### src/upfc_pkg.sv
// shared constants and types for the upstream port failover controller
package upfc_pkg;
  // config-space word indices (byte address = index * 4); values arbitrary
  localparam logic [7:0]  UPFC_IDX_CTL     = 8'h00;
  localparam logic [7:0]  UPFC_IDX_STS     = 8'h01;
  localparam logic [7:0]  UPFC_IDX_TIMER   = 8'h02;
  localparam logic [7:0]  UPFC_IDX_GPIO    = 8'h03;
  // control register field positions
  localparam int          UPFC_CTL_MSEL    = 0;
  localparam int          UPFC_CTL_PIN_TRIGGER_ENABLE  = 1;
  localparam int          UPFC_CTL_TIMER_TRIGGER_ENABLE  = 2;
  localparam int          UPFC_CTL_IDLD    = 3;
  localparam int          UPFC_CTL_EDLD    = 4;
  localparam int          UPFC_CTL_DFH     = 5;
  localparam int          UPFC_CTL_IDPROP  = 6;
  localparam int          UPFC_CTL_EDPROP  = 7;
  // status register field positions
  localparam int          UPFC_STS_CMODE   = 0;
  localparam int          UPFC_STS_INIT    = 1;
  localparam int          UPFC_STS_DONE    = 2;
  // gpio register field positions
  localparam int          UPFC_GPIO_FUNC   = 0;
  localparam int          UPFC_GPIO_DIR    = 8;
  localparam int          UPFC_GPIO_DATA   = 16;
  localparam int          UPFC_FOVR_PIN    = 5;
  // reset values
  localparam logic [7:0]  UPFC_CTL_RST     = 8'h00;
  localparam logic [7:0]  UPFC_GPIO_RST    = 8'h00;
  localparam logic [31:0] UPFC_TIMER_RST   = 32'h00000000;
  // timing
  localparam int          UPFC_CLK_MHZ     = 50;
  localparam int          UPFC_TICK_US     = 1;
  localparam int          UPFC_TICK_CYC    = UPFC_CLK_MHZ * UPFC_TICK_US;
  localparam int          UPFC_DETECT_CYC  = 16;
  // trigger sources, also queue bit order
  localparam int          UPFC_SRC_SW      = 0;
  localparam int          UPFC_SRC_PIN     = 1;
  localparam int          UPFC_SRC_WDT     = 2;
  typedef enum logic [1:0] {UPFC_IDLE, UPFC_DETECT, UPFC_RETRAIN} upfc_state_e;
endpackage : upfc_pkg

### src/upfc_sync.sv
// two-flop synchroniser for asynchronous pin levels
`timescale 1ns/1ps
module upfc_sync #(
  parameter int W = 8
) (
  input  wire logic         core_clk_i, // core clock
  input  wire logic         rstn_i,     // async reset, active low
  input  wire logic [W-1:0] async_i,    // raw pin levels
  output logic      [W-1:0] sync_o      // synchronised levels
);
  typedef struct packed {
    logic [W-1:0] meta;
    logic [W-1:0] stable;
  } upfc_sync_s;
  upfc_sync_s st;
  upfc_sync_s next_st;

  always_comb begin
    next_st.meta   = async_i;
    next_st.stable = st.meta;
  end

  always_ff @(posedge core_clk_i or negedge rstn_i) begin
    if (!rstn_i) begin
      st <= '0;
    end else begin
      st <= next_st;
    end
  end

  assign sync_o = st.stable;
endmodule : upfc_sync

### src/upfc_top.sv
// failover trigger arbitration, reset masking and eight-pin gpio port
// Summary of operation
// - same-type trigger during failover is dropped
// - other-type trigger queued until current completes
// - mode select change starts failover
// - pin enabled and differing from mode triggers
// - request signal always follows gpio pin five
// - pin low normal, high swapped
// - timer enabled and count one-to-zero triggers
// - count decrements each microsecond until zero
// - software write reloads watchdog count
// - watchdog survives hot reset
// - watchdog failover picks opposite mode
// - internal link-down disable masks port A reset
// - external link-down disable masks port C reset
// - failover disable masks failover-caused link-down resets
// - internal propagation disable ignores upstream TS1 reset
// - external propagation disable ignores port C TS1 reset
// - function bits select alternate or gpio
// - direction bits select output or input
// - data reads pins, writes drive outputs
// - pins 0-4 alternate functions, top byte zero
// - sticky initiated and completed flags
// - force detect, swap lanes, then retrain
// - sequence runs to end, hot reset ignored
// - failover link events masked from interrupt status
`timescale 1ns/1ps
module upfc_top
  import upfc_pkg::*;
#(
  parameter int NPIN = 8,
  parameter int CW   = 32
) (
  input  wire logic            core_clk_i,     // core clock, 50 MHz
  input  wire logic            rstn_i,         // fundamental reset, active low
  input  wire logic            hot_rst_i,      // hot reset pulse
  input  wire logic            cfg_wr_i,       // config write strobe
  input  wire logic            cfg_rd_i,       // config read strobe
  input  wire logic [7:0]      cfg_idx_i,      // register word index
  input  wire logic [3:0]      cfg_be_i,       // byte enables
  input  wire logic [31:0]     cfg_wdata_i,    // write data
  output logic      [31:0]     cfg_rdata_o,    // read data
  output logic                 cfg_ack_o,      // access done
  input  wire logic [NPIN-1:0] gpio_in_i,      // pin levels
  output logic      [NPIN-1:0] gpio_out_o,     // pin drive values
  output logic      [NPIN-1:0] gpio_oe_o,      // pin drive enables
  input  wire logic            port_b_rst_i,   // port B reset, active high
  input  wire logic            port_c_rst_i,   // port C reset, active high
  input  wire logic [2:0]      linkup_i,       // link up of ports A,B,C
  input  wire logic            pa_dl_down_i,   // port A entered DL_Down
  input  wire logic            pc_dl_down_i,   // port C link down
  input  wire logic            pa_ts1_hrst_i,  // upstream TS1 hot reset
  input  wire logic            pc_ts1_hrst_i,  // port C TS1 hot reset
  input  wire logic            pa_trained_i,   // port A retrained
  input  wire logic            pc_trained_i,   // port C retrained
  output logic                 force_detect_o, // hold ports A,C in Detect
  output logic                 lane_swap_o,    // serdes swapped when high
  output logic                 retrain_o,      // start retraining A,C
  output logic                 int_dom_rst_o,  // reset internal domain
  output logic                 ext_dom_rst_o,  // reset external domain
  output logic                 link_evt_mask_o // mask link interrupt bits
);
  typedef struct packed {
    logic [7:0]      ctl;
    logic            cmode;
    logic            init_f;
    logic            done_f;
    logic            target;
    logic            busy_src_v;
    logic [1:0]      busy_src;
    logic [2:0]      pend;
    logic [2:0]      pend_mode;
    upfc_state_e     state;
    logic [4:0]      dcnt;
    logic [NPIN-1:0] func;
    logic [NPIN-1:0] dir;
    logic [NPIN-1:0] dout;
    logic [31:0]     rdata;
    logic            ack;
    logic [NPIN-1:0] gout;
    logic [NPIN-1:0] goe;
    logic            force_det;
    logic            retrain;
    logic            int_rst;
    logic            ext_rst;
    logic            mask;
  } upfc_top_s;
  upfc_top_s st;
  upfc_top_s next_st;

  logic [NPIN-1:0] pins_sync;
  logic [CW-1:0]   wdt_count;
  logic            wdt_expire;
  logic            wdt_load;

  function automatic logic [31:0] upfc_merge(input logic [31:0] old_v,
                                             input logic [31:0] new_v,
                                             input logic [3:0]  be);
    logic [31:0] r;
    r = old_v;
    for (int i = 0; i < 4; i++) begin
      if (be[i]) begin
        r[i*8 +: 8] = new_v[i*8 +: 8];
      end
    end
    return r;
  endfunction : upfc_merge

  upfc_sync #(.W(NPIN)) u_sync (
    .core_clk_i (core_clk_i),
    .rstn_i     (rstn_i),
    .async_i    (gpio_in_i),
    .sync_o     (pins_sync)
  );

  assign wdt_load = cfg_wr_i && (cfg_idx_i == UPFC_IDX_TIMER);

  upfc_wdt #(.CW(CW)) u_wdt (
    .core_clk_i (core_clk_i),
    .rstn_i     (rstn_i),
    .load_i     (wdt_load),
    .load_val_i (CW'(upfc_merge(32'(wdt_count), cfg_wdata_i, cfg_be_i))),
    .count_o    (wdt_count),
    .expire_o   (wdt_expire)
  );

  logic       fovr_req;
  logic [2:0] trig;
  logic [2:0] trig_mode;
  logic [7:0] ctl_wr;
  logic [NPIN-1:0] alt_out;
  logic       busy;
  logic       in_fovr;
  logic [31:0] ctl_m;
  logic       fo_start;
  logic       fo_done;
  logic       pick_v;
  logic [1:0] pick;

  always_comb begin
    next_st     = st;
    next_st.ack = cfg_wr_i | cfg_rd_i;
    fovr_req    = pins_sync[UPFC_FOVR_PIN];
    busy        = (st.state != UPFC_IDLE);
    in_fovr     = busy;
    ctl_m       = upfc_merge({24'h0, st.ctl}, cfg_wdata_i, cfg_be_i);
    ctl_wr      = ctl_m[7:0];
    fo_done     = (st.state == UPFC_RETRAIN) && pa_trained_i && pc_trained_i;
    trig        = '0;
    trig_mode   = '0;

    // software trigger: any change of select field
    if (cfg_wr_i && cfg_idx_i == UPFC_IDX_CTL) begin
      next_st.ctl = ctl_wr;
      if (ctl_wr[UPFC_CTL_MSEL] != st.ctl[UPFC_CTL_MSEL]) begin
        trig[UPFC_SRC_SW]      = 1'b1;
        trig_mode[UPFC_SRC_SW] = ctl_wr[UPFC_CTL_MSEL];
      end
    end
    // pin trigger is a level compare; it holds off while a failover already targets the pin level
    if (st.ctl[UPFC_CTL_PIN_TRIGGER_ENABLE] && fovr_req != st.cmode &&
        !(busy && st.target == fovr_req)) begin
      trig[UPFC_SRC_PIN]      = 1'b1;
      trig_mode[UPFC_SRC_PIN] = fovr_req;
    end
    if (st.ctl[UPFC_CTL_TIMER_TRIGGER_ENABLE] && wdt_expire) begin
      trig[UPFC_SRC_WDT]      = 1'b1;
      trig_mode[UPFC_SRC_WDT] = ~st.cmode;
    end

    // queue triggers of a type other than the running one
    for (int s = 0; s < 3; s++) begin
      if (trig[s]) begin
        if (busy && st.busy_src_v && st.busy_src == 2'(s)) begin
        end else begin
          // idle triggers queue too, so simultaneous ones are not lost
          next_st.pend[s]      = 1'b1;
          next_st.pend_mode[s] = trig_mode[s];
        end
      end
    end
    // highest pending source starts first: watchdog, pin, software
    pick_v = 1'b0;
    pick   = '0;
    for (int s = 0; s < 3; s++) begin
      if (next_st.pend[s]) begin
        pick_v = 1'b1;
        pick   = 2'(s);
      end
    end
    fo_start = !busy && pick_v;
    if (fo_start) begin
      next_st.pend[pick] = 1'b0;
      next_st.state      = UPFC_DETECT;
      next_st.target     = next_st.pend_mode[pick];
      next_st.busy_src   = pick;
      next_st.busy_src_v = 1'b1;
      next_st.init_f     = 1'b1;
      next_st.dcnt       = '0;
    end

    // failover sequence; hot reset has no input here
    unique case (st.state)
      UPFC_IDLE: begin
      end
      UPFC_DETECT: begin
        next_st.dcnt = st.dcnt + 5'h01;
        if (st.dcnt == 5'(UPFC_DETECT_CYC - 1)) begin
          next_st.cmode = st.target;
          next_st.state = UPFC_RETRAIN;
        end
      end
      UPFC_RETRAIN: begin
        if (fo_done) begin
          next_st.state      = UPFC_IDLE;
          next_st.done_f     = 1'b1;
          next_st.busy_src_v = 1'b0;
        end
      end
    endcase
    next_st.force_det = (next_st.state == UPFC_DETECT);
    next_st.retrain   = (next_st.state == UPFC_RETRAIN);
    next_st.mask      = next_st.force_det | next_st.retrain;

    // status flags cleared by writing one; a new set wins
    if (cfg_wr_i && cfg_idx_i == UPFC_IDX_STS && cfg_be_i[0]) begin
      if (cfg_wdata_i[UPFC_STS_INIT] && !fo_start) begin
        next_st.init_f = 1'b0;
      end
      if (cfg_wdata_i[UPFC_STS_DONE] && !fo_done) begin
        next_st.done_f = 1'b0;
      end
    end

    // domain reset masking
    next_st.int_rst = 1'b0;
    next_st.ext_rst = 1'b0;
    if (pa_dl_down_i && !st.ctl[UPFC_CTL_IDLD] &&
        !(in_fovr && st.ctl[UPFC_CTL_DFH])) begin
      next_st.int_rst = 1'b1;
      next_st.ext_rst = 1'b1;
    end
    if (pc_dl_down_i && !st.ctl[UPFC_CTL_EDLD] &&
        !(in_fovr && st.ctl[UPFC_CTL_DFH])) begin
      next_st.ext_rst = 1'b1;
    end
    if ((pa_ts1_hrst_i || hot_rst_i) && !st.ctl[UPFC_CTL_IDPROP]) begin
      next_st.int_rst = 1'b1;
    end
    if (pc_ts1_hrst_i && !st.ctl[UPFC_CTL_EDPROP]) begin
      next_st.ext_rst = 1'b1;
    end

    // gpio register
    if (cfg_wr_i && cfg_idx_i == UPFC_IDX_GPIO) begin
      if (cfg_be_i[0]) next_st.func = cfg_wdata_i[UPFC_GPIO_FUNC +: NPIN];
      if (cfg_be_i[1]) next_st.dir  = cfg_wdata_i[UPFC_GPIO_DIR  +: NPIN];
      if (cfg_be_i[2]) next_st.dout = cfg_wdata_i[UPFC_GPIO_DATA +: NPIN];
    end
    alt_out = '0;
    alt_out[0] = ~port_b_rst_i;
    alt_out[1] = ~port_c_rst_i;
    alt_out[4:2] = linkup_i;
    for (int p = 0; p < NPIN; p++) begin
      // pins 5 and up have no alternate output; failover pin is an input
      if (st.func[p]) begin
        next_st.goe[p]  = (p < 5);
        next_st.gout[p] = (p < 5) ? alt_out[p] : 1'b0;
      end else begin
        next_st.goe[p]  = st.dir[p];
        next_st.gout[p] = st.dout[p];
      end
    end

    // read mux
    next_st.rdata = '0;
    if (cfg_rd_i) begin
      unique case (cfg_idx_i)
        UPFC_IDX_CTL:   next_st.rdata = {24'h0, st.ctl};
        UPFC_IDX_STS:   next_st.rdata = {29'h0, st.done_f, st.init_f, st.cmode};
        UPFC_IDX_TIMER: next_st.rdata = 32'(wdt_count);
        UPFC_IDX_GPIO:  next_st.rdata = {8'h00, pins_sync, st.dir, st.func};
        default:        next_st.rdata = '0;
      endcase
    end
  end

  always_ff @(posedge core_clk_i or negedge rstn_i) begin
    if (!rstn_i) begin
      st       <= '0;
      st.ctl   <= UPFC_CTL_RST;
      st.func  <= UPFC_GPIO_RST;
      st.dir   <= UPFC_GPIO_RST;
      st.state <= UPFC_IDLE;
    end else begin
      st <= next_st;
    end
  end

  assign cfg_rdata_o     = st.rdata;
  assign cfg_ack_o       = st.ack;
  assign gpio_out_o      = st.gout;
  assign gpio_oe_o       = st.goe;
  assign force_detect_o  = st.force_det;
  assign lane_swap_o     = st.cmode;
  assign retrain_o       = st.retrain;
  assign int_dom_rst_o   = st.int_rst;
  assign ext_dom_rst_o   = st.ext_rst;
  assign link_evt_mask_o = st.mask;
endmodule : upfc_top

### src/upfc_wdt.sv
// microsecond watchdog countdown with one-to-zero expiry pulse
`timescale 1ns/1ps
module upfc_wdt
  import upfc_pkg::*;
#(
  parameter int CW   = 32,
  parameter int TICK = UPFC_TICK_CYC
) (
  input  wire logic          core_clk_i, // core clock
  input  wire logic          rstn_i,     // fundamental reset, active low
  input  wire logic          load_i,     // software write of count
  input  wire logic [CW-1:0] load_val_i, // value written
  output logic      [CW-1:0] count_o,    // current count
  output logic               expire_o    // pulse on one-to-zero step
);
  typedef struct packed {
    logic [CW-1:0] count;
    logic [7:0]    pre;
    logic          expire;
  } upfc_wdt_s;
  upfc_wdt_s st;
  upfc_wdt_s next_st;

  always_comb begin
    next_st        = st;
    next_st.expire = 1'b0;
    if (load_i) begin
      next_st.count = load_val_i;
      next_st.pre   = '0;
    end else if (st.count != '0) begin
      if (st.pre == 8'(TICK - 1)) begin
        next_st.pre   = '0;
        next_st.count = st.count - CW'(1);
        next_st.expire = (st.count == CW'(1));
      end else begin
        next_st.pre = st.pre + 8'h01;
      end
    end
  end

  // only fundamental reset clears the count; hot reset never reaches here
  always_ff @(posedge core_clk_i or negedge rstn_i) begin
    if (!rstn_i) begin
      st <= '0;
    end else begin
      st <= next_st;
    end
  end

  assign count_o  = st.count;
  assign expire_o = st.expire;
endmodule : upfc_wdt
### config.mk
export PLATFORM = sky130hd
export DESIGN_NAME = upfc_top
export DESIGN_NICKNAME = d
export VERILOG_FILES = /design/src/upfc_pkg.sv /design/src/upfc_sync.sv /design/src/upfc_top.sv /design/src/upfc_wdt.sv
export SDC_FILE = /design/constraint.sdc
export NUM_CORES = 1
export LEC_CHECK = 0
export ABC_CLOCK_PERIOD_IN_PS = 3200
export BUFFER_PORTS_ARGS = -buffer_cell sky130_fd_sc_hd__buf_2
export CAP_MARGIN = 15
export CORE_MARGIN = 5
export CORE_UTILIZATION = 57
export DETAILED_ROUTE_END_ITERATION = 6
export HOLD_SLACK_MARGIN = 0.05
export PLACE_DENSITY_LB_ADDON = 0.05
export RECOVER_POWER = 25
export SETUP_SLACK_MARGIN = 0.2
export SYNTH_ARGS = -nofsm -noshare
export SYNTH_HDL_FRONTEND = slang
export SYNTH_SLANG_ARGS = --single-unit
### constraint.sdc
create_clock -name core_clk_i -period 3.2 [get_ports core_clk_i]
set_input_delay 0.16 -clock core_clk_i [delete_from_list [all_inputs] [get_ports core_clk_i]]
set_output_delay 0.16 -clock core_clk_i [all_outputs]
set_load 0.02 [all_outputs]
==> flow_results.org, run 1 <==
** Synthesis
- Synthesis inferred 163 register bits.
- After synthesis, the share of flip-flops with an asynchronous set or reset is 100.0%.
- The synthesized design contains 0 enable-type register cells.
- The mapped netlist covers 7894 sq um.
- Gate count after technology mapping :: approximately 740
- Area share of the largest cell type after synthesis :: around half
- Synth warn :: 0
- In this run, distinct cell masters in the synthesized netlist total 72.
- A synthesized cell averages 10.65 sq um.
- Synthesis produced a netlist with a net count of 822.
- Cell taking the most area after synthesis :: dfrtp_1
- Leading register cell type out of synthesis :: dfrtp_1
- Top cell types by occurrence after synthesis :: dfrtp_1, nor2_1, buf_4, nand2_1, nand3_1
- In the post-synthesis netlist, the cell with the most instances is dfrtp_1.
- Biggest area contributors in the synthesized netlist :: dfrtp_1, mux2_2, buf_4, nor2_1, nand3_1
- Sequential-to-total area share from yosys stat :: 51.67%

** STA
- Timing would allow up to 0.3641 GHz.
- Period minus WS final :: ~2.7 ns
- The number of max-slew violations in the final report is 0.
- For the pin with the worst max-slew slack, the measured transition is 1.362 ns.
- Final worst-path cycle share :: 85.84%
- Unrepaired setup endpoints after global routing :: false
- Setup violations remaining at the end of the flow were counted as 0.
- Setup TNS :: 0 ns
- In the post-route analysis, the smallest setup slack over all paths is 0.4533 ns.
- Tightest slew margin relative to the limit :: 9.182%
- Across the routed clock network, the largest skew measured is about 0.0077 ns.
- The hold violation total from the final report came to 0.

** Power
- Post-layout power :: ~5100 uW
- The analysis attributes to cell leakage a power of between 0.004 and 0.005 uW.
- Dividing total power by cell area gives a power density of 531.5 nW/um^2.
- Peak supply drop :: 0.3838 mV

** Drt
- Number of detailed-routing iterations run before antenna repair :: 5
- Using the TritonRoute via totals, the vias-per-cell ratio works out to 5.826.
- Across all layers, the routed design uses 6257 vias.
- For this block, the routed nets add up to 20.06 mm of wire.
- Post-route ant nets :: 0
- DRC viols :: 0
- Number of DRC violations after detailed-routing iteration 0 :: ~470
- In the final routed layout, each cell accounts on average for 18.68 um.

** Floorplanning
- Starting Density :: 57.54%
- The floorplan step set the die height to 127.7 um.
- Placement Rows :: 43
- Overall die area :: 16300 sq um
- Measured along the x axis, the die boundary spans 127.7 um.
- The total area inside the core boundary comes to 13720 sq um.
- Boundary Pins :: 123

** Placed design
- After legalization and detailed placement, the total HPWL measured 14.25 mm.
- In this run the tool buffered the top-level ports with 122 buffer cells.
- Gp weighted congestion :: 0.8972
- Setup slack after placement :: ~0.24 ns
- Summing all placed instances gives a cell area of between 8000 and 9000 sq um.

** Global routing
- Gr ovfl total :: 0
- Combined global-route utilization of all metal layers :: 25.23%
- The first global-routing pass estimated approximately 32 mm of wire.
- The initial antenna violation count is 0.
- The via count of the first global-routing pass is between 6000 and 7000.
- Largest net degree at the start of global routing :: 81

** Clocking
- In this run the deepest clock path goes through 2 buffers.
- For the worst-skew pair, the clock arrives at the later sink with an insertion delay of 0.42 ns.
- Number of buffers inserted to repair setup after CTS :: 0
- CTS saw around 160 sinks.
- Number of buffers created by CTS :: 17
- TritonCTS built the clock tree.
- Clock root buffer master :: clkbuf_16
- Number of levels in the clock H-tree :: 4
- After clock tree synthesis, the clock-pin slew on the worst setup and hold paths is 0.07 ns.

** Critical path
- Number of buffers and inverters on the critical path :: 3
- In this design, the stage delay of the slowest critical-path cell is around 0.65 ns.
- Capturing element type of the critical path :: register
- STA classifies the critical path startpoint as a register.
- The kind of cell with the highest combined delay along the critical path is simple AND/OR/NAND/NOR gates.
- Data on the critical path is required at its endpoint by 3.51 ns.
- Data arrives at the worst endpoint at 3.06 ns.
- On the critical path, the stage with the largest delay is an instance of or4b_2.
- Largest driver fanout on the critical path :: 12
- The critical path in this run is classified as register to register.
- CP cell instances :: inv_1, o21ai_1, ha_1, or4b_2, nor4_4, or3b_2, o21ai_1, buf_4, a21oi_1, inv_1, ha_1

** Layout
- Once layout is done, the placed cells without fillers occupy 9554 sq um.
- Synth-to-layout area growth :: 21.03%
- The number of antenna diodes in the final layout is 0.
- Of the cells placed in the final design, the portion with a size suffix greater than 1 is 25.95%.
- After the last flow step, the layout net total stands at 962.

** Worst hold path
- The min-delay analysis places its worst path in the category input pin to register.

** Flow run
- Across the run, the number of max-cap violations was 0.

** Status
- Status :: finished, final reports clean
-- routing by layer --
layer,up-vias,GRT usage [%],part of all wire (%)
met5,-,0,0
met4,0,9.613,2.9
met3,52,5.500,7.3
met2,247,41.34,49
met1,3046,33.13,41
li1,2912,-,-
-- placed cells by master, fill, tap and decap left out, types with 5 or more instances in the layout --
cell type / instances
o31ai_1: 5
nor2_1: 66
o21ai_0: 34
clkbuf_1: 12
ha_1: 13
buf_2: 109
clkbuf_16: 17
mux2_2: 42
a32oi_1: 5
o211ai_1: 13
a22oi_1: 6
nor2b_1: 7
o311ai_0: 8
nor4_1: 12
clkinvlp_4: 7
nand4_1: 16
mux2i_1: 21
and2_1: 10
a31oi_1: 6
or2_2: 8
buf_4: 18
nand2_1: 49
nand3_1: 47
or3_1: 9
dlygate4sd3_1: 54
and3_1: 6
nor3_1: 16
a21oi_1: 17
inv_1: 21
dfrtp_1: 163
-- stage by stage --
step           hold slack [ns]  utilization, %  instances
3_5_place_dp            0.1560           61.42        988
5_1_grt                0.05274           69.64       1074
2_1_floorplan          -0.1356               -        741
4_1_cts                0.05031           69.69       1074
6_report               0.06233           69.64       1074
3_3_place_gp            0.1386           61.42        988
-- layout make-up --
cell class / count / area (sq um)
Multi-Input combinational cell: 483 / 3287
Fill cell: 1036 / 4165
Clock buffer: 18 / 439.2
Clock inverter: 14 / 153.9
Timing Repair Buffer: 195 / 1291
Tap cell: 180 / 225.2
Inverter: 21 / 78.83
Sequential cell: 163 / 4079
-- repair_timing --
item / in CTS / in global routing
endpoints found under the setup margin: 0 / 4
hold endpoints to repair: 118 / 0
gates resized for setup: 0 / 3
hold buffers: 54 / 0
-- registers in the layout, indices dropped and copies added, names as in the netlist --
register         cells
st                  51
cfg_rdata_o         32
u_wdt.count_o       32
gpio_oe_o            8
gpio_out_o           8
u_sync.next_st       8
u_sync.sync_o        8
u_wdt.st             8
cfg_ack_o            1
ext_dom_rst_o        1
force_detect_o       1
int_dom_rst_o        1
lane_swap_o          1
link_evt_mask_o      1
retrain_o            1
u_wdt.expire_o       1
-- report_power, final --
part | switching, uW | internal (uW) | leakage (uW)
logic | 392 | 300 | 0.00214
clock network | 865 | 1180 | 0.000270
registers | 133 | 2210 | 0.00214
total | 1390 | 3690 | 0.00454
-- path summary, 6_finish.rpt --
check                             startpoint                to  slack [ns]  depth (start not counted)
min                           cfg_wdata_i[1]            st[99]        0.06                          2
min in group asynchronous             rstn_i     gpio_out_o[2]        0.59                          2
max in group asynchronous             rstn_i           st[104]        1.44                          3
max reg2reg                           st[98]         retrain_o        0.45                         11
min reg2reg                u_sync.next_st[2]  u_sync.sync_o[2]        0.35                          0
max                                   st[98]         retrain_o        0.45                         11
-- worst reg2reg max path, cell delays in order, from the launching register on --
cell and delay (ns):
dfrtp_1 0.35, inv_1 0.07, o21ai_1 0.20, ha_1 0.27, or4b_2 0.65, nor4_4 0.21
or3b_2 0.18, o21ai_1 0.08, buf_4 0.19, a21oi_1 0.19, inv_1 0.06, ha_1 0.19
-- cell families (layout without fill, tap and decap cells) --
kind of cell,Yosys count,in the layout,synth area share (%)
muxes,66,66,9.510
xor gates and xnor gates,2,2,0.2219
buffers and inverters,95,248,7.133
adders and majority gates,13,13,2.061
AOI/OAI and AO/OA,122,122,10.60
DFF,163,163,51.67
and+or+nand+nor,280,280,18.80
Note: power is estimated with default switching activity, not from simulation.
==> run 2: changes to the inputs <==
==> constraint.sdc (replaced) <==
create_clock -name core_clk_i -period 3.2 [get_ports core_clk_i]
set_input_delay 0.32 -clock core_clk_i [delete_from_list [all_inputs] [get_ports core_clk_i]]
set_output_delay 0.32 -clock core_clk_i [all_outputs]
set_load 0.02 [all_outputs]
==> flow_results.org, run 2 (same netlist as run 1, synthesis figures left out) <==
** Status
- The run finished, with violations left.
- The checks that failed: max-capacitance violations, max-slew violations.

** Worst hold path
- Worst min path class :: input pin to register
- In this run the most critical hold path is launched from port_b_rst_i.

** Floorplanning
- The area inside the core boundary was 13720 sq um (unchanged).
- Placement Rows :: 43 (unchanged)
- Die outline width :: 127.7 um (unchanged)
- The starting density of the core is 57.54% (unchanged).
- Boundary Pins :: 123 (unchanged)
- Overall die area :: 16300 sq um (unchanged)
- The y dimension of the die is 127.7 um (unchanged).

** Layout
- The library cells used most frequently in the layout, excluding fill and tap cells, are dfrtp_1, buf_2, nor2_1.
- Non-filler cells in the finished layout :: 1029 (-4.2%)
- Largest Register :: st
- The number of nets in the layout is 917 (-4.7%).
- Leaving out fill and tap cells, the most frequent cell in the layout is dfrtp_1.
- Max reg flops :: 51 (unchanged)
- Share of final-layout standard cells stronger than drive strength 1 :: 28.50% (+2.6 points)
- The summed area of non-filler cells in the final layout was 9159 sq um (-4.1%).
- Synth-to-layout area growth :: 16.02%
- Antenna cells :: 0 (unchanged)

** STA
- Achievable Freq :: 0.3547 GHz (-2.6%)
- Setup slack after layout :: 0.3803 ns (-0.07294 ns)
- The final-report setup violation count is 0 (unchanged).
- Setup repair after global routing left no endpoint under its margin.
- The slew at the pin with the worst max-slew slack came to 1.996 ns (+0.6338 ns).
- Setup TNS :: 0 ns (unchanged)
- The setup skew after layout was 0.009606 ns (+0.001887 ns).
- The hold slack is 0.07160 ns (+0.009274 ns).
- The hold violation total from the final report is 0 (unchanged).
- Tightest slew margin relative to the limit :: -33.07% (-42 points)
- The number of max-slew violations in the final report came to 79 (+79).
- Period minus WS final :: 2.820 ns (+0.07294 ns)
- Final worst-path cycle share :: 88.11% (+2.3 points)

** Clocking
- The clock transition at the registers of the reported paths was 0.06 ns (about the same).
- The sink count of the clock tree is 163 (unchanged).
- Clock root buffer master :: clkbuf_16
- Number of buffers created by CTS :: 17 (unchanged)
- Number of levels in the clock H-tree :: 4 (unchanged)
- The clock latency on the worst-skew pair came to 0.43 ns (about the same).
- Number of buffers inserted to repair setup after CTS :: 0 (unchanged)
- The deepest clock path buffer count came to 2 (unchanged).
- Clock tree from TritonCTS :: done

** Power
- The peak supply drop came to 0.4174 mV (+8.8%).
- Leak Pwr :: 0.004455 uW (-1.9%)
- The total power divided by cell area was 568.4 nW/um^2 (+6.9%).

** Drt
- The routed length per placed instance is 18.65 um (-0.15%).
- The via count normalized by instance count was 5.927 (+1.7%).
- Number of detailed-routing iterations run before antenna repair :: 5 (unchanged)
- Routed wire length :: 19.19 mm (-4.3%)
- The number of DRC markers after the initial detailed-route iteration is 529 (+12%).
- DRC viols :: 0 (unchanged)
- The via total after detailed routing was 6099 (-2.5%).
- Post-route ant nets :: 0 (unchanged)

** Placed design
- The final weighted congestion in routability-driven placement was 0.9226 (+2.8%).
- Half-perimeter wire length of the detailed placement result :: 14.12 mm (-0.92%)
- Setup slack after placement :: 0.1389 ns (-0.09745 ns)
- Placed Instances :: 988 (unchanged)
- Input/output buffers :: 122 (unchanged)
- The area after detailed placement came to 8427 sq um (unchanged).

** Critical path
- STA classifies the critical path endpoint as a register.
- Worst path required time :: 3.51 ns (about the same)
- The longest individual stage delay on the worst path is 0.62 ns (-0.03 ns).
- The arrival time reported for the critical path endpoint was 3.13 ns (+0.07 ns).
- Dominant delay contributor by cell family on the critical path :: simple AND/OR/NAND/NOR gates
- Traced cell by cell, the critical path runs through inv_1, o21ai_0, ha_1, or4b_2, nor4_2, or3b_2, o21ai_1, buf_4, a21oi_1, inv_1, ha_1.
- The startpoint identified for the worst register-to-register timing path is st[98].
- Cell at the slowest stage of the critical path :: or4b_2
- In this run the worst setup path begins at st[98].
- Type of origin of the critical path :: register
- The number of buffer and inverter instances along the worst setup path is 3 (unchanged).
- Worst setup path category :: register to register
- Largest driver fanout on the critical path :: 12 (unchanged)

** Global routing
- Number of global-route vias before repair :: 6085 (-4.2%)
- The first-pass GRT wire length is 31.43 mm (-2.5%).
- Largest net degree at the start of global routing :: 80 (-1.2%)
- Antenna violations before repair :: 0 (unchanged)
- Combined global-route utilization of all metal layers :: 24.58% (-0.65 points)
- The remaining global-route overflow was 0 (unchanged).

** Flow run
- Max capacitance violation total :: 1 (+1)
==> run 2: cell count changes in the layout (fill, tap and decap cells not counted) <==
cell / delta
buf_2: +11
o21ai_0: +1
nor4_2: +1
dlygate4sd3_1: -45
clkinv_4: +2
inv_6: +1
clkbuf_1: -10
clkinvlp_4: -6
inv_8: -2
clkbuf_8: +2
nor4_4: -1
o21ai_1: -1
bufinv_16: +2
==> run 2: repair_timing <==
action                                  4_1_cts  5_1_grt
hold endpoints to repair                     84        0
endpoints found under the setup margin        0        3
hold buffers                                  9        0
gates resized for setup                       0        1
==> run 2: stage by stage <==
stage / util (%) / power [uW]
floorplan: - / 2770
global placement: 61.42 / 2990
detailed placement: 61.42 / 3026
CTS: 66.77 / 5243
global route: 66.76 / 5432
finish: 66.76 / 5206
==> run 2: final timing paths <==
kind                               endpoint  slack [ns]  depth (start not counted)
setup / recovery                  retrain_o        0.38                         11
hold / removal                gpio_out_o[0]        0.07                          2
setup reg to reg                  retrain_o        0.38                         11
hold reg to reg            u_sync.sync_o[6]        0.35                          0
max in group asynchronous   cfg_rdata_o[13]        0.98                          3
min in group asynchronous      gpio_oe_o[2]        1.00                          2
==> run 2: power breakdown <==
group | total (uW) | internal [uW] | switching, uW | leakage, uW
Clock | 2210 | 1370 | 833 | 0.000314
Sequential | 2350 | 2210 | 136 | 0.00214
Combinational | 654 | 269 | 384 | 0.00201
Total | 5210 | 3850 | 1350 | 0.00446
==> run 2: cell type report <==
type	count	area [sq um]
Clock buffer	21	470.5
Clock inverter	11	172.7
Fill cell	1107	4561
Inverter	21	78.83
Multi-Input combinational cell	483	3278
Sequential cell	163	4079
Tap cell	180	225.2
Timing Repair Buffer	150	854.6
==> run 2: per-layer routing <==
| metal | routed length, um | global-route usage [%] | vias up |
|---|---|---|---|
| met2 | 9304 | 39.05 | 215 |
| met4 | 526 | 10.05 | 0 |
| met5 | 0 | 0 | - |
| met3 | 1253 | 5.125 | 35 |
| li1 | - | - | 2834 |
| met1 | 8104 | 33.24 | 3015 |
==> run 3: changes to the inputs <==
--- a/config.mk
+++ b/config.mk
@@ -5,9 +5,10 @@
 export SDC_FILE = /design/constraint.sdc
 export NUM_CORES = 1
 export LEC_CHECK = 0
+export ABC_AREA = 1
 export ABC_CLOCK_PERIOD_IN_PS = 3200
 export BUFFER_PORTS_ARGS = -buffer_cell sky130_fd_sc_hd__buf_2
-export CAP_MARGIN = 15
+export CAP_MARGIN = 20
 export CORE_MARGIN = 5
 export CORE_UTILIZATION = 57
 export DETAILED_ROUTE_END_ITERATION = 6
==> flow_results.org, run 3 <==
** Layout
- The number of nets in the layout is 1172 (+28%).
- Largest Register :: st
- Share of final-layout standard cells stronger than drive strength 1 :: 19.47% (-9.0 points)
- Antenna cells :: 0 (unchanged)
- Commonest non-fill, non-tap cells in the layout :: nand2_1, dfrtp_1, buf_2
- Filler Cell Count :: 1230 (+11%)
- Non-filler cells in the finished layout :: 1288 (+25%)
- The area growth from synthesis to layout is 13.67%.
- Leaving out fill and tap cells, the most frequent cell in the layout is nand2_1.
- The flip-flop count of the largest register after layout came to 51 (unchanged).

** Power
- The part of the power in registers is 38.7% (-6.4 points).
- The part of the total power dissipated in the clock network is 34.9% (-7.5 points).
- Peak supply drop :: 0.3693 mV (-12%)
- The standby leakage power came to 0.005007 uW (+12%).
- The internal power came to 4289 uW (+11%).
- Cell area power density :: 685.6 nW/um^2 (+21%)
- Combinational share of power :: 26.4% (+14 points)
- Switching power :: 2158 uW (+59%)
- The switching share of power was 33.47% (+7.5 points).

** Worst hold path
- The worst hold path stage count came to 2 (unchanged).
- Worst min path class :: input pin to register

** Critical path
- Critical path's largest stage delay :: 0.35 ns (-0.27 ns)
- Counting stages on the worst path, the most repeated cell is nand2_1.
- Largest driver fanout on the critical path :: 14 (+2)
- Worst setup path category :: register to register
- CP cell instances :: inv_1, ha_1, nor2_1, nand2_1, a21oi_2, nand3_1, o21bai_2, buf_4, nand2_1, nand2_1, nand2_1, ha_1, inv_1
- Flop-to-flop setup slack :: 0.81 ns (+0.43 ns)
- Number of buffers and inverters on the critical path :: 3 (unchanged)
- The critical path data required time was 3.52 ns (about the same).
- Worst-case reg-to-reg path depth :: 13 (+2)
- The worst setup path is captured at a register.
- Dominant delay contributor by cell family on the critical path :: simple AND/OR/NAND/NOR gates
- Type of origin of the critical path :: register
- The arrival time reported for the critical path endpoint came to 2.71 ns (-0.42 ns).
- Among all stages on the critical path, the largest delay is contributed by dfrtp_1.
- Levels on crit path :: 13 (+2)

** STA
- Final setup skew :: 0.009071 ns (-0.0005352 ns)
- Post-Route Hold Slack :: 0.09287 ns (+0.02127 ns)
- Setup repair after global routing left no endpoint under its margin.
- Final hold viol count :: 0 (unchanged)
- The worst setup margin is 0.8095 ns (+0.4291 ns).
- The fraction of the cycle the final worst path needs is 74.70% (-13 points).
- Period minus WS final :: 2.391 ns (-0.4291 ns)
- Achievable Freq :: 0.4183 GHz (+18%)
- The number of max-slew violations in the final report was 36 (-54%).
- Slew @ Worst Pin :: 1.944 ns (-0.05256 ns)
- The worst max-slew margin expressed relative to the limit is -29.57% (+3.5 points).
- Setup TNS :: 0 ns (unchanged)
- Count of endpoints failing setup in the final report :: 0 (unchanged)

** Drt
- Post-route ant nets :: 0 (unchanged)
- Routed length per instance :: 15.21 um (-18%)
- Total via count in the routed design :: 6551 (+7.4%)
- Number of DRC violations after detailed-routing iteration 0 :: 585 (+11%)
- DRC viols :: 0 (unchanged)
- The via count normalized by instance count was 5.086 (-14%).
- The post-detailed-routing wire length came to 19.59 mm (+2.1%).
- The number of iterations in the first detailed-routing pass was 5 (unchanged).

** Placed design
- Input/output buffers :: 122 (unchanged)
- The half-perimeter wire length of the detailed placement result is 14.39 mm (+1.9%).
- Placed Instances :: 1247 (+26%)
- Gp weighted congestion :: 0.9013 (-2.3%)
- The post-placement worst setup slack was 0.6585 ns (+0.5196 ns).

** Floorplanning
- The die width came to 130.5 um (+2.2%).
- The number of standard-cell rows in the floorplan is 44 (+2.3%).
- The number of top-level design ports is 123 (unchanged).
- The starting density of the core came to 57.57% (about the same).
- The area inside the core boundary was 14370 sq um (+4.7%).
- The y dimension of the die is 130.5 um (+2.2%).
- Overall die area :: 17020 sq um (+4.4%)

** Global routing
- Largest net degree at the start of global routing :: 97 (+21%)
- Global-route wire length before repair :: 31.54 mm (+0.35%)
- The via count of the first global-routing pass came to 6320 (+3.9%).
- Combined global-route utilization of all metal layers :: 23.90% (-0.67 points)
- The initial antenna violation count came to 0 (unchanged).
- Gr ovfl total :: 0 (unchanged)

** Synthesis
- The count of unique library cells instantiated by Yosys came to 44 (-39%).
- The number of warning messages in the yosys log was 0 (unchanged).
- Leading register cell type out of synthesis :: dfrtp_1
- Largest family of logic cells by synthesized area :: simple AND/OR/NAND/NOR gates
- The fraction of synthesized cell area in xor and xnor cells was 2.435% (+2.2 points).
- Mux share of post-synthesis cell area :: 1.089% (-8.4 points)
- Post-synthesis share of cell area spent on full adders, half adders and majority gates :: 1.966% (-0.094 points)
- Cell taking the most area after synthesis :: dfrtp_1
- In the post-synthesis netlist, the cell with the most instances is nand2_1.
- Sorting the synthesized cells by how often they occur yields nand2_1, dfrtp_1, nor2_1, inv_1, o21ai_0.
- The post-synthesis cell count is 1006 (+36%).
- Simple-gate share of the synthesized area :: 24.99% (+6.2 points)
- The number of synthesized register bits is 163 (unchanged).
- The synthesized net count was 1087 (+32%).
- Ranked by total cell area, the synthesized netlist is headed by dfrtp_1, nand2_1, nor2_1, inv_1, buf_4.
- Compound-gate portion of the synthesized area :: 8.758% (-1.8 points)
- Post-synth EDFFs :: 0 (unchanged)
- Post-synth ARST share :: 100.0% (unchanged)
- Average size of a mapped cell :: 8.222 sq um (-23%)
- The area share of the largest cell type after synthesis came to 49.31% (-2.4 points).
- Mapped cell area :: 8272 sq um (+4.8%)
- The portion of the post-synthesis area used by sequential elements is 49.31% (-2.4 points).

** Clocking
- The clock latency on the worst-skew pair came to 0.43 ns (about the same).
- Number of levels in the clock H-tree :: 4 (unchanged)
- The root buffer cell chosen for the clock tree is clkbuf_16.
- Number of buffers inserted to repair setup after CTS :: 0 (unchanged)
- The number of buffers added by the clock tree synthesis step came to 17 (unchanged).
- Reg clk slew, reported paths :: 0.06 ns (about the same)
- The sink count of the clock tree was 163 (unchanged).
- TritonCTS built the clock tree.
- Maximum buffer depth of the clock tree :: 2 (unchanged)

** Status
- Failing checks :: max-capacitance violations, max-slew violations
- The run finished, with violations left.

** Flow run
- Max capacitance violation total :: 1 (unchanged)
==> run 3: changes by cell type in the layout (fill, tap and decap cells not counted), sizes merged, moves of 18 or more <==
cell,previous run,this run
mux2i,21,0
nand2,49,276
o21ai,38,64
nor2,67,131
a21oi,18,39
mux2,42,8
xor2,1,19
inv,23,124
==> run 3: final timing paths <==
check | from | to
setup / recovery | st[83] | link_evt_mask_o
hold reg to reg | u_sync.next_st[7] | u_sync.sync_o[7]
hold / removal | port_c_rst_i | gpio_out_o[1]
min in group asynchronous | rstn_i | retrain_o
max in group asynchronous | rstn_i | u_wdt.count_o[9]
setup reg to reg | st[83] | link_evt_mask_o
==> run 3: cell families after synthesis <==
group	Yosys count
and+or+nand+nor	480
DFF	163
xor gates and xnor gates	23
AOI/OAI and AO/OA	128
buffers and inverters	191
adders and majority gates	13
muxes	8
==> run 3: layout make-up <==
cell class	count	area, sq um	area share (%)
flip-flops and latches	163	4079	43.38
multi-input cells	652	3236	34.41
clock buffers	18	429.2	4.564
inverters	123	467.9	4.977
clock inverters	14	227.7	2.422
repair buffers	134	733.2	7.798
well taps	184	230.2	2.448
==> run 3: through the flow <==
step	cell area, sq um	power [uW]	util, %
floorplan	8272	3779	-
global placement	8675	4183	60.37
detailed placement	8675	4191	60.37
CTS	9422	6461	65.57
global route	9403	6845	65.44
finish	9403	6447	65.44
==> run 3: power by group through the flow <==
stage	combinational [uW]	clock, uW	sequential [uW]
6_report	1700	2250	2490
5_1_grt	1950	2370	2520
4_1_cts	1690	2280	2490
3_5_place_dp	1670	0	2520
3_3_place_gp	1660	0	2520
2_1_floorplan	1310	0	2470
==> run 3: what timing repair did <==
action                    in CTS  in global routing
gates resized for setup        0                  0
hold buffers                   9                  0
hold endpoints to repair      42                  0
==> run 3: metal layers <==
layer  part of all wire (%)  up-vias  routed length [um]  global-route usage, %
met3                    6.1       16                1196                  5.244
met2                     45      212                8879                  37.48
met4                    1.2        0                 227                  5.868
li1                       -     3276                   -                      -
met5                      0        -                   0                      0
met1                     47     3047                9283                  34.33
